File: src/eapc_params.svh
// Register offsets, field codes and reset values for the external and pin-change interrupt block
`ifndef EAPC_PARAMS_SVH
`define EAPC_PARAMS_SVH

`define EAPC_OFS_PC_FLAG 8'h3b
`define EAPC_OFS_EXT_FLAG 8'h3c
`define EAPC_OFS_EXT_EN 8'h3d
`define EAPC_OFS_PC_EN 8'h68
`define EAPC_OFS_SENSE 8'h69
`define EAPC_OFS_MASK0 8'h6b
`define EAPC_OFS_MASK1 8'h6c
`define EAPC_OFS_MASK2 8'h6d
`define EAPC_OFS_MASK3 8'h73
`define EAPC_IO_BASE 8'h20
`define EAPC_EXT_SPACE 8'h60

`define EAPC_SENSE_LOW 2'h0
`define EAPC_SENSE_ANY 2'h1
`define EAPC_SENSE_FALL 2'h2
`define EAPC_SENSE_RISE 2'h3

`define EAPC_RST_REG 8'h00
`define EAPC_SENSE_BITS 8'h3f
`define EAPC_EXT_BITS 8'h07
`define EAPC_PC_BITS 8'h0f

`endif

File: src/eapc_pkg.sv
// Types shared by the external and pin-change interrupt block
`default_nettype none
package eapc_pkg;

  // One register access from the core, data space or I/O space
  typedef struct packed {
    logic io_space;
    logic rd;
    logic wr;
    logic [7:0] addr;
    logic [7:0] wdata;
  } eapc_bus_type;

  // Vector taken by the core: 0..2 external lines, 3..6 pin-change groups
  typedef struct packed {
    logic valid;
    logic [2:0] index;
  } eapc_ack_type;

endpackage : eapc_pkg
`default_nettype wire

File: src/eapc_irq_ctrl.sv
// Flag, enable and mask logic for three external lines and four pin-change groups
`include "eapc_params.svh"
`default_nettype none
module eapc_irq_ctrl import eapc_pkg::*; #(
  parameter int EXT_LINES = 3,
  parameter int PC_GROUPS = 4
) (
  input wire logic clk,
  input wire logic sys_rst,
  input wire eapc_bus_type bus_req,
  output logic [7:0] bus_rdata,
  input wire logic global_irq_en,
  input wire logic [EXT_LINES-1:0] ext_line,
  input wire logic [8*PC_GROUPS-1:0] pin_change_input,
  input wire eapc_ack_type vec_ack,
  output logic [EXT_LINES+PC_GROUPS-1:0] irq_req
);

  localparam int PC_PINS = 8 * PC_GROUPS;
  localparam logic [3:0][7:0] MASK_OFS = {`EAPC_OFS_MASK3, `EAPC_OFS_MASK2,
                                          `EAPC_OFS_MASK1, `EAPC_OFS_MASK0};

  // Sample state
  logic [EXT_LINES-1:0] ext_smp_r, ext_smp_nxt, ext_prev_r, ext_prev_nxt;
  logic [PC_PINS-1:0] pc_smp_r, pc_smp_nxt, pc_prev_r, pc_prev_nxt;
  logic primed_r, primed_nxt;

  // Register state
  logic [EXT_LINES-1:0] ext_flag_r, ext_flag_nxt, ext_en_r, ext_en_nxt;
  logic [2*EXT_LINES-1:0] sense_r, sense_nxt;
  logic [PC_GROUPS-1:0] pc_flag_r, pc_flag_nxt, pc_en_r, pc_en_nxt;
  logic [PC_PINS-1:0] pc_mask_r, pc_mask_nxt;
  logic [7:0] rdata_r, rdata_nxt;

  // Decode results and events
  logic [7:0] eff_addr;
  logic data_space;
  logic wr_pc_flag, wr_ext_flag, wr_ext_en, wr_pc_en, wr_sense;
  logic [PC_GROUPS-1:0] wr_mask;
  logic [EXT_LINES-1:0] ext_set, ext_clr, ext_level;
  logic [PC_GROUPS-1:0] pc_set, pc_clr;

  // I/O-space accesses reach the low 64 locations, shifted up by the I/O base
  assign eff_addr = bus_req.io_space ? (8'(bus_req.addr[5:0]) + `EAPC_IO_BASE) : bus_req.addr;
  assign data_space = !bus_req.io_space;

  // Write strobes; extended space only answers data-space stores
  assign wr_pc_flag = bus_req.wr && eff_addr == `EAPC_OFS_PC_FLAG;
  assign wr_ext_flag = bus_req.wr && eff_addr == `EAPC_OFS_EXT_FLAG;
  assign wr_ext_en = bus_req.wr && eff_addr == `EAPC_OFS_EXT_EN;
  assign wr_pc_en = bus_req.wr && data_space && eff_addr == `EAPC_OFS_PC_EN;
  assign wr_sense = bus_req.wr && data_space && eff_addr == `EAPC_OFS_SENSE;

  // Sample pins once, keep the previous sample for edge and change detection
  always_comb begin
    ext_smp_nxt = ext_line;
    ext_prev_nxt = ext_smp_r;
    pc_smp_nxt = pin_change_input;
    pc_prev_nxt = pc_smp_r;
    primed_nxt = 1'b1;
  end

  // After reset the previous sample is stale, so events wait one cycle
  always_ff @(posedge clk) begin
    if (sys_rst) begin
      ext_smp_r <= '0;
      ext_prev_r <= '0;
      pc_smp_r <= '0;
      pc_prev_r <= '0;
      primed_r <= 1'b0;
    end else begin
      ext_smp_r <= ext_smp_nxt;
      ext_prev_r <= ext_prev_nxt;
      pc_smp_r <= pc_smp_nxt;
      pc_prev_r <= pc_prev_nxt;
      primed_r <= primed_nxt;
    end
  end

  // Per external line: trigger select, flag and request
  genvar gi;
  generate
    for (gi = 0; gi < EXT_LINES; gi++) begin : g_ext
      logic [1:0] sel;
      logic rise, fall, evt;
      assign sel = sense_r[2*gi +: 2];
      assign rise = ext_smp_r[gi] && !ext_prev_r[gi];
      assign fall = !ext_smp_r[gi] && ext_prev_r[gi];
      assign ext_level[gi] = sel == `EAPC_SENSE_LOW;
      always_comb begin
        unique case (sel)
          `EAPC_SENSE_LOW: evt = 1'b0;
          `EAPC_SENSE_ANY: evt = rise || fall;
          `EAPC_SENSE_FALL: evt = fall;
          `EAPC_SENSE_RISE: evt = rise;
        endcase
      end
      assign ext_set[gi] = primed_r && evt;
      assign ext_clr[gi] = (wr_ext_flag && bus_req.wdata[gi])
                           || (vec_ack.valid && vec_ack.index == 3'(gi));
      // Level mode asks from the registered pin sample, the flag plays no part
      assign irq_req[gi] = ext_en_r[gi] && global_irq_en
                           && (ext_level[gi] ? !ext_smp_r[gi] : ext_flag_r[gi]);
    end
  endgenerate

  // Per pin-change group: masked change detect, flag and request
  generate
    for (gi = 0; gi < PC_GROUPS; gi++) begin : g_pc
      logic [7:0] chg;
      assign wr_mask[gi] = bus_req.wr && data_space && eff_addr == MASK_OFS[gi];
      assign chg = (pc_smp_r[8*gi +: 8] ^ pc_prev_r[8*gi +: 8])
                   & pc_mask_r[8*gi +: 8] & {8{pc_en_r[gi]}};
      assign pc_set[gi] = primed_r && |chg;
      assign pc_clr[gi] = (wr_pc_flag && bus_req.wdata[gi])
                          || (vec_ack.valid && vec_ack.index == 3'(EXT_LINES + gi));
      assign irq_req[EXT_LINES+gi] = pc_flag_r[gi] && pc_en_r[gi] && global_irq_en;
    end
  endgenerate

  // Next register values; a set in the clearing cycle wins over the clear
  always_comb begin
    ext_flag_nxt = ((ext_flag_r & ~ext_clr) | ext_set) & ~ext_level;
    pc_flag_nxt = (pc_flag_r & ~pc_clr) | pc_set;
    ext_en_nxt = wr_ext_en ? bus_req.wdata[EXT_LINES-1:0] : ext_en_r;
    sense_nxt = wr_sense ? bus_req.wdata[2*EXT_LINES-1:0] : sense_r;
    pc_en_nxt = wr_pc_en ? bus_req.wdata[PC_GROUPS-1:0] : pc_en_r;
    pc_mask_nxt = pc_mask_r;
    for (int g = 0; g < PC_GROUPS; g++) begin
      if (wr_mask[g]) begin
        pc_mask_nxt[8*g +: 8] = bus_req.wdata;
      end
    end
  end

  // Read data, registered; unmapped locations read zero
  always_comb begin
    rdata_nxt = rdata_r;
    if (bus_req.rd) begin
      rdata_nxt = `EAPC_RST_REG;
      if (eff_addr == `EAPC_OFS_PC_FLAG) begin
        rdata_nxt = 8'(pc_flag_r) & `EAPC_PC_BITS;
      end else if (eff_addr == `EAPC_OFS_EXT_FLAG) begin
        rdata_nxt = 8'(ext_flag_r) & `EAPC_EXT_BITS;
      end else if (eff_addr == `EAPC_OFS_EXT_EN) begin
        rdata_nxt = 8'(ext_en_r) & `EAPC_EXT_BITS;
      end else if (data_space && eff_addr == `EAPC_OFS_PC_EN) begin
        rdata_nxt = 8'(pc_en_r) & `EAPC_PC_BITS;
      end else if (data_space && eff_addr == `EAPC_OFS_SENSE) begin
        rdata_nxt = 8'(sense_r) & `EAPC_SENSE_BITS;
      end else begin
        for (int g = 0; g < PC_GROUPS; g++) begin
          if (data_space && eff_addr == MASK_OFS[g]) begin
            rdata_nxt = pc_mask_r[8*g +: 8];
          end
        end
      end
    end
  end

  // Register bank; everything software sees clears on reset
  always_ff @(posedge clk) begin
    if (sys_rst) begin
      ext_flag_r <= '0;
      ext_en_r <= '0;
      sense_r <= '0;
      pc_flag_r <= '0;
      pc_en_r <= '0;
      pc_mask_r <= '0;
      rdata_r <= `EAPC_RST_REG;
    end else begin
      ext_flag_r <= ext_flag_nxt;
      ext_en_r <= ext_en_nxt;
      sense_r <= sense_nxt;
      pc_flag_r <= pc_flag_nxt;
      pc_en_r <= pc_en_nxt;
      pc_mask_r <= pc_mask_nxt;
      rdata_r <= rdata_nxt;
    end
  end

  assign bus_rdata = rdata_r;

  // Per-line checks; the ones above only watch line 0
  generate
    for (gi = 0; gi < EXT_LINES; gi++) begin : g_ext_chk

    end
  endgenerate

  // Per-group checks; the ones above only watch group 0
  generate
    for (gi = 0; gi < PC_GROUPS; gi++) begin : g_pc_chk

    end
  endgenerate
endmodule : eapc_irq_ctrl
`default_nettype wire

File: config.mk
export PLATFORM = sky130hd
export DESIGN_NAME = eapc_irq_ctrl
export DESIGN_NICKNAME = d
export VERILOG_FILES = /design/src/eapc_pkg.sv /design/src/eapc_irq_ctrl.sv
export VERILOG_INCLUDE_DIRS = /design/src
export SDC_FILE = /design/constraint.sdc
export NUM_CORES = 1
export LEC_CHECK = 0
export BUFFER_PORTS_ARGS = -buffer_cell sky130_fd_sc_hd__buf_2
export CAP_MARGIN = 30
export CORE_MARGIN = 8
export CORE_UTILIZATION = 30
export DETAILED_ROUTE_END_ITERATION = 10
export MAX_ROUTING_LAYER = met4
export SYNTH_ARGS = -nofsm -noshare
export SYNTH_HDL_FRONTEND = slang
export SYNTH_SLANG_ARGS = --single-unit
File: constraint.sdc
create_clock -name clk -period 3.4 [get_ports clk]
set_input_delay 0.17 -clock clk [delete_from_list [all_inputs] [get_ports clk]]
set_output_delay 0.17 -clock clk [all_outputs]
set_load 0.01 [all_outputs]
==> Word-level counts from Yosys, hierarchy flattened <==
Index checks and enable logic that the tools add are counted.
W data, S select, Z words.
{ "op_classes": {"n_reduce_logical": 82, "n_eq_ne": 24, "n_mux": 17, "addsub": 1, "bitwise_logic": 20} }
{ "op_table": {"columns": ["cell", "n"], "rows": [
  ["$mux W8", 10],
  ["$and A8 B8 Y8", 8],
  ["$logic_and A1 B1 Y1", 57],
  ["$eq A8 B7 Y1 const B", 6],
  ["$reduce_or A8 Y1", 4],
  ["$xor A8 B8 Y8", 4],
  ["$eq A8 B6 Y1 const B", 3],
  ["$eq A2 B2 Y1 const B", 6],
  ["$pmux W1 S4", 3],
  ["$logic_or A1 B1 Y1", 10],
  ["$eq A3 B3 Y1 const B", 3],
  ["$add A6 B6 Y7 const B", 1],
  ["$logic_not A1 Y1", 7],
  ["$and A3 B3 Y3", 2],
  ["$eq A2 B1 Y1 const B", 3],
  ["$eq A3 B2 Y1 const B", 2],
  ["$logic_not A2 Y1", 3],
  ["$not A3 Y3", 2],
  ["$and A4 B4 Y4", 1],
  ["$mux W1", 4],
  ["$not A4 Y4", 1],
  ["$or A4 B4 Y4", 1],
  ["$eq A3 B1 Y1 const B", 1],
  ["$logic_not A3 Y1", 1],
  ["$or A3 B3 Y3", 1]
]} }
{ "word_totals": {"output_inout_bits": 15, "ff_bits": 131, "input_bits": 61, "elab_cells": 159} }

==> Depth between registers and ports, before layout <==
{ "depth": {"ltp_word": 13, "depth_mapped": 7, "ltp_nobuf": 7} }

==> Worst setup path before layout <==
Ideal clock, no wire load.
{ "synth_timing": {"path_kind": "input to register", "startpoint": "in bus_req[14] (netlist bit)", "endpoint": "reg pc_flag_r[0]", "path_stages": 5, "setup_ps": 116, "path_buffers": 0, "setup_slack_ps": 1906, "required_ps": 3284, "arrival_time_ps": 1379, "cell_sequence": "or4b_4 -> a21oi_4 -> and2_4 -> a311oi_1 -> a31o_1"} }
{ "synth_via": {"elab_chain_cells": 8} }
{ "synth_rtl": {"columns": ["item", "line_no", "text"], "rows": [
  ["start: declaration", "eapc_irq_ctrl.sv:10", "input wire eapc_bus_type bus_req,"],
  ["$mux W8", "eapc_irq_ctrl.sv:44", "assign eff_addr = bus_req.io_space ? (8'(bus_req.addr[5:0]) + `EAPC_IO_BASE) : bus_req.addr;"],
  ["$eq A8 B6 Y1 (no source line)", null, null],
  ["$logic_and A1 B1 Y1 (no source line)", null, null],
  ["$logic_and A1 B1 Y1", "eapc_irq_ctrl.sv:115", "assign pc_clr[gi] = (wr_pc_flag && bus_req.wdata[gi])"],
  ["$logic_or A1 B1 Y1", "eapc_irq_ctrl.sv:116", "|| (vec_ack.valid && vec_ack.index == 3'(EXT_LINES + gi));"],
  ["$not A4 Y4", "eapc_irq_ctrl.sv:124", "pc_flag_nxt = (pc_flag_r & ~pc_clr) | pc_set;"],
  ["$and A4 B4 Y4", "eapc_irq_ctrl.sv:124", null],
  ["$or A4 B4 Y4", "eapc_irq_ctrl.sv:124", null],
  ["end signal: assignment", "eapc_irq_ctrl.sv:175", "pc_flag_r <= pc_flag_nxt;"],
  ["end: declaration", "eapc_irq_ctrl.sv:31", "logic [PC_GROUPS-1:0] pc_flag_r, pc_flag_nxt, pc_en_r, pc_en_nxt;"]
]} }
Every way passes these cells.
A chain may end at the register's enable or synchronous reset.

==> Final worst setup path <==
{ "layout_timing": {"startpoint": "reg sense_r[2]", "endpoint": "out irq_req[1]"} }
{ "layout_via": {"elab_chain_cells": 3} }
{ "layout_rtl": {"columns": ["item", "line_no", "text"], "rows": [
  ["start: declaration", "eapc_irq_ctrl.sv:30", "logic [2*EXT_LINES-1:0] sense_r, sense_nxt;"],
  ["start signal: assignment", "eapc_irq_ctrl.sv:174", "sense_r <= sense_nxt;"],
  ["$logic_not A2 Y1", null, null],
  ["$mux W1", "eapc_irq_ctrl.sv:103", "&& (ext_level[gi] ? !ext_smp_r[gi] : ext_flag_r[gi]);"],
  ["$logic_and A1 B1 Y1", "eapc_irq_ctrl.sv:103", null],
  ["end: declaration", "eapc_irq_ctrl.sv:16", "output logic [EXT_LINES+PC_GROUPS-1:0] irq_req"]
]} }
Every way passes these cells.

==> run metrics <==
status finished clean; die width 150 µm; CP Class register to output port; final setup vio count 0; number of global-route vias before repair about 4200; FP Rows 49; Routed Antenna Nets 0; Gate Count Post-Synth 572; minimum clock period 1.78 ns; DRC Markers 0; hold_ws 0.0412 ns; Final Hold Fails 0; Post-synth top cells dfxtp_1 (131), nor2b_1 (68), nand2_1 (61); layout cells sized above 1 a little under a fifth; hold_sp bus_req[6]; top-count cell post-synth dfxtp_1; Post-synth EDFFs 0; gr usage total 13.4%; Setup crit end irq_req[1]; die footprint approximately 0.023 mm²; PD cells about 520 mW/mm²; vias roughly 4400; fmax about 560 MHz; clk_skew 0.00607 ns; final WL ~14000 µm; DPL Wire Length 10100 µm; PortBufs 75; total CTS buffers 17; via/cell ratio 4.72; pin count of the biggest net entering global routing 96; clk slew on worst S/H paths 0.06 ns; Worst Path Arrival around 1.6 ns; Leak Pwr around 3 nW; hold-fix buffer count after cts 35; top post-synthesis cells by area dfxtp_1 (48%), nor2b_1 (7.8%), mux2i_1 (6.1%), xor2_1 (5.2%), nand2_1 (4.2%); setup total negative slack 0 ns; detailed-route wire length per cell roughly 16 µm; post-synth top area share 48.4%; postcts setup bufs 0; Final Wtd Congestion ~0.86; syn nets 639; Clock Root Buffer clkbuf_16; Peak VDD IR 0.338 mV; die height 150 µm; RSZ-0062 raised after global routing no; Pre-Repair DR Iteration Count 4; H-tree depth 4; # IOs 76; FILL cells 1794; antenna violations before repair 5; post-synthesis sequential area ratio 48.4%; Worst-Skew Late Latency 0.42 ns; Final Util 38.9%; slew of the pin with the lowest slew margin around 0.59 ns; Mapped Avg Cell Area 9.48 µm²; Starting DRT DRC Count approximately 310; Sink Count 131; Worst EP required roughly 3.2 ns; Slew Viols, Final 0; asr flop ratio synth 0%; area of the multi-input gates 0.00264 mm²; crit path capture type output port; Worst R2R Setup Slack 2.04 ns; clk buf depth 2; Post-Syn Area approximately 0.0054 mm²; cts repair resizes 0; Final nets ~740; Placed Cells 850; Hold Path Class input port to register; ys flop type dfxtp_1; Initial Utilization approximately 30%; period utilisation layout 52.4%; critical path launch point sense_r[2]; TritonCTS clock tree built; Max Cap Violations 0; Worst R2R Path Depth 7; register area 0.00262 mm²; core box area 0.0178 mm²; Reg2Reg Capture Point ext_flag_r[2]; global route total overflow 0; fin cells approximately 920; worst hold path depth 3; first-pass GRT wire length 22600 µm; Critical R2R Launch ext_prev_nxt[2]; Area Growth Syn to Fin 28.0%; Synth warnings 0; library cells used by synthesis 58; #FFs+latches synth 131; CP startpoint kind register; relative slew slack 60.5%; cell taking the most area after synthesis dfxtp_1; CP max FO 5
## report_power, final
part / leakage (nW) / internal [mW] / switching, mW
Sequential: 1.07 / 1.58 / 0.0243
Combinational: 1.64 / 0.111 / 0.118
Clock: 0.276 / 1.07 / 0.681
## cell usage in the layout, fill, tap and decap left out, types with 3 or more instances in the layout
master and count:
a311oi_1 6, mux2i_1 33, nand3_1 10, diode_2 5, a21oi_1 30, nand4_1 6
a31o_1 3, o21ai_1 3, o21ai_0 14, nor2b_1 68, ha_1 6, buf_4 4
clkinv_2 5, dlygate4sd3_1 35, and3_1 7, nand3b_1 4, nand2b_1 6, mux2_2 3
xor2_1 32, nand2_1 61, clkbuf_16 17, a31oi_1 5, dfxtp_1 131, nor3_1 3
a22oi_1 18, buf_2 74, inv_1 9, nor2_1 43
## how the worst min path moves through the flow
stage	to
detailed placement	pc_prev_nxt[13]
floorplan	ext_prev_nxt[0]
finish	pc_mask_r[14]
global placement	pc_prev_nxt[28]
CTS	pc_mask_r[14]
global route	pc_mask_r[7]
## per-layer routing
metal	up-vias	share of wire [%]	track usage, %
li1	2200	-	-
met1	1997	48	17.0
met2	135	43	19.4
met3	24	7.0	4.45
met4	0	2.0	5.30
met5	-	0	-
## through the flow
stage / cell area (µm²) / worst slack (ns) / power [mW]
3_3_place_gp: 5990 / 1.42 / 1.83
2_1_floorplan: 5420 / 1.91 / 1.75
6_report: 6940 / 1.62 / 3.59
3_5_place_dp: 5990 / 1.37 / 1.83
4_1_cts: 6900 / 1.59 / 3.62
5_1_grt: 6940 / 1.51 / 3.72
## final cells by class
cell class	instances	area share, %
multi-input combinational	402	38.0
sequential	131	37.8
timing repair buffer	114	11.2
clock buffer	18	6.18
tap	229	4.13
clock inverter	13	1.95
inverter	10	0.541
antenna	5	0.180
## critical path, stage by stage, from the launching register on
cell and delay (ns):
dfxtp_1 0.37, nor2_1 0.17, mux2_2 0.34, and3_1 0.18, buf_2 0.14
## state kept, by name, summed over array words and instances (netlist names)
signal / cells
ext_flag_r: 3
ext_prev_r: 3
primed_r: 1
pc_mask_r: 32
pc_prev_r: 32
pc_prev_nxt: 32
pc_flag_r: 4
bus_rdata: 8
sense_r: 6
ext_prev_nxt: 3
ext_en_r: 3
pc_en_r: 4
## logic make-up (layout without fill, tap and decap cells)
kind of cell | count (synthesis) | after routing | synth area share (%)
adders and majority gates | 6 | 6 | 1.38
AOI/OAI and AO/OA | 101 | 101 | 12.5
xor gates and xnor gates | 32 | 32 | 5.17
and+or+nand+nor | 227 | 227 | 23.0
other | 0 | 5 | 0
muxes | 36 | 36 | 6.71
DFF | 131 | 131 | 48.4
buffers and inverters | 39 | 155 | 2.95
Power figures use the tool's default switching activity.
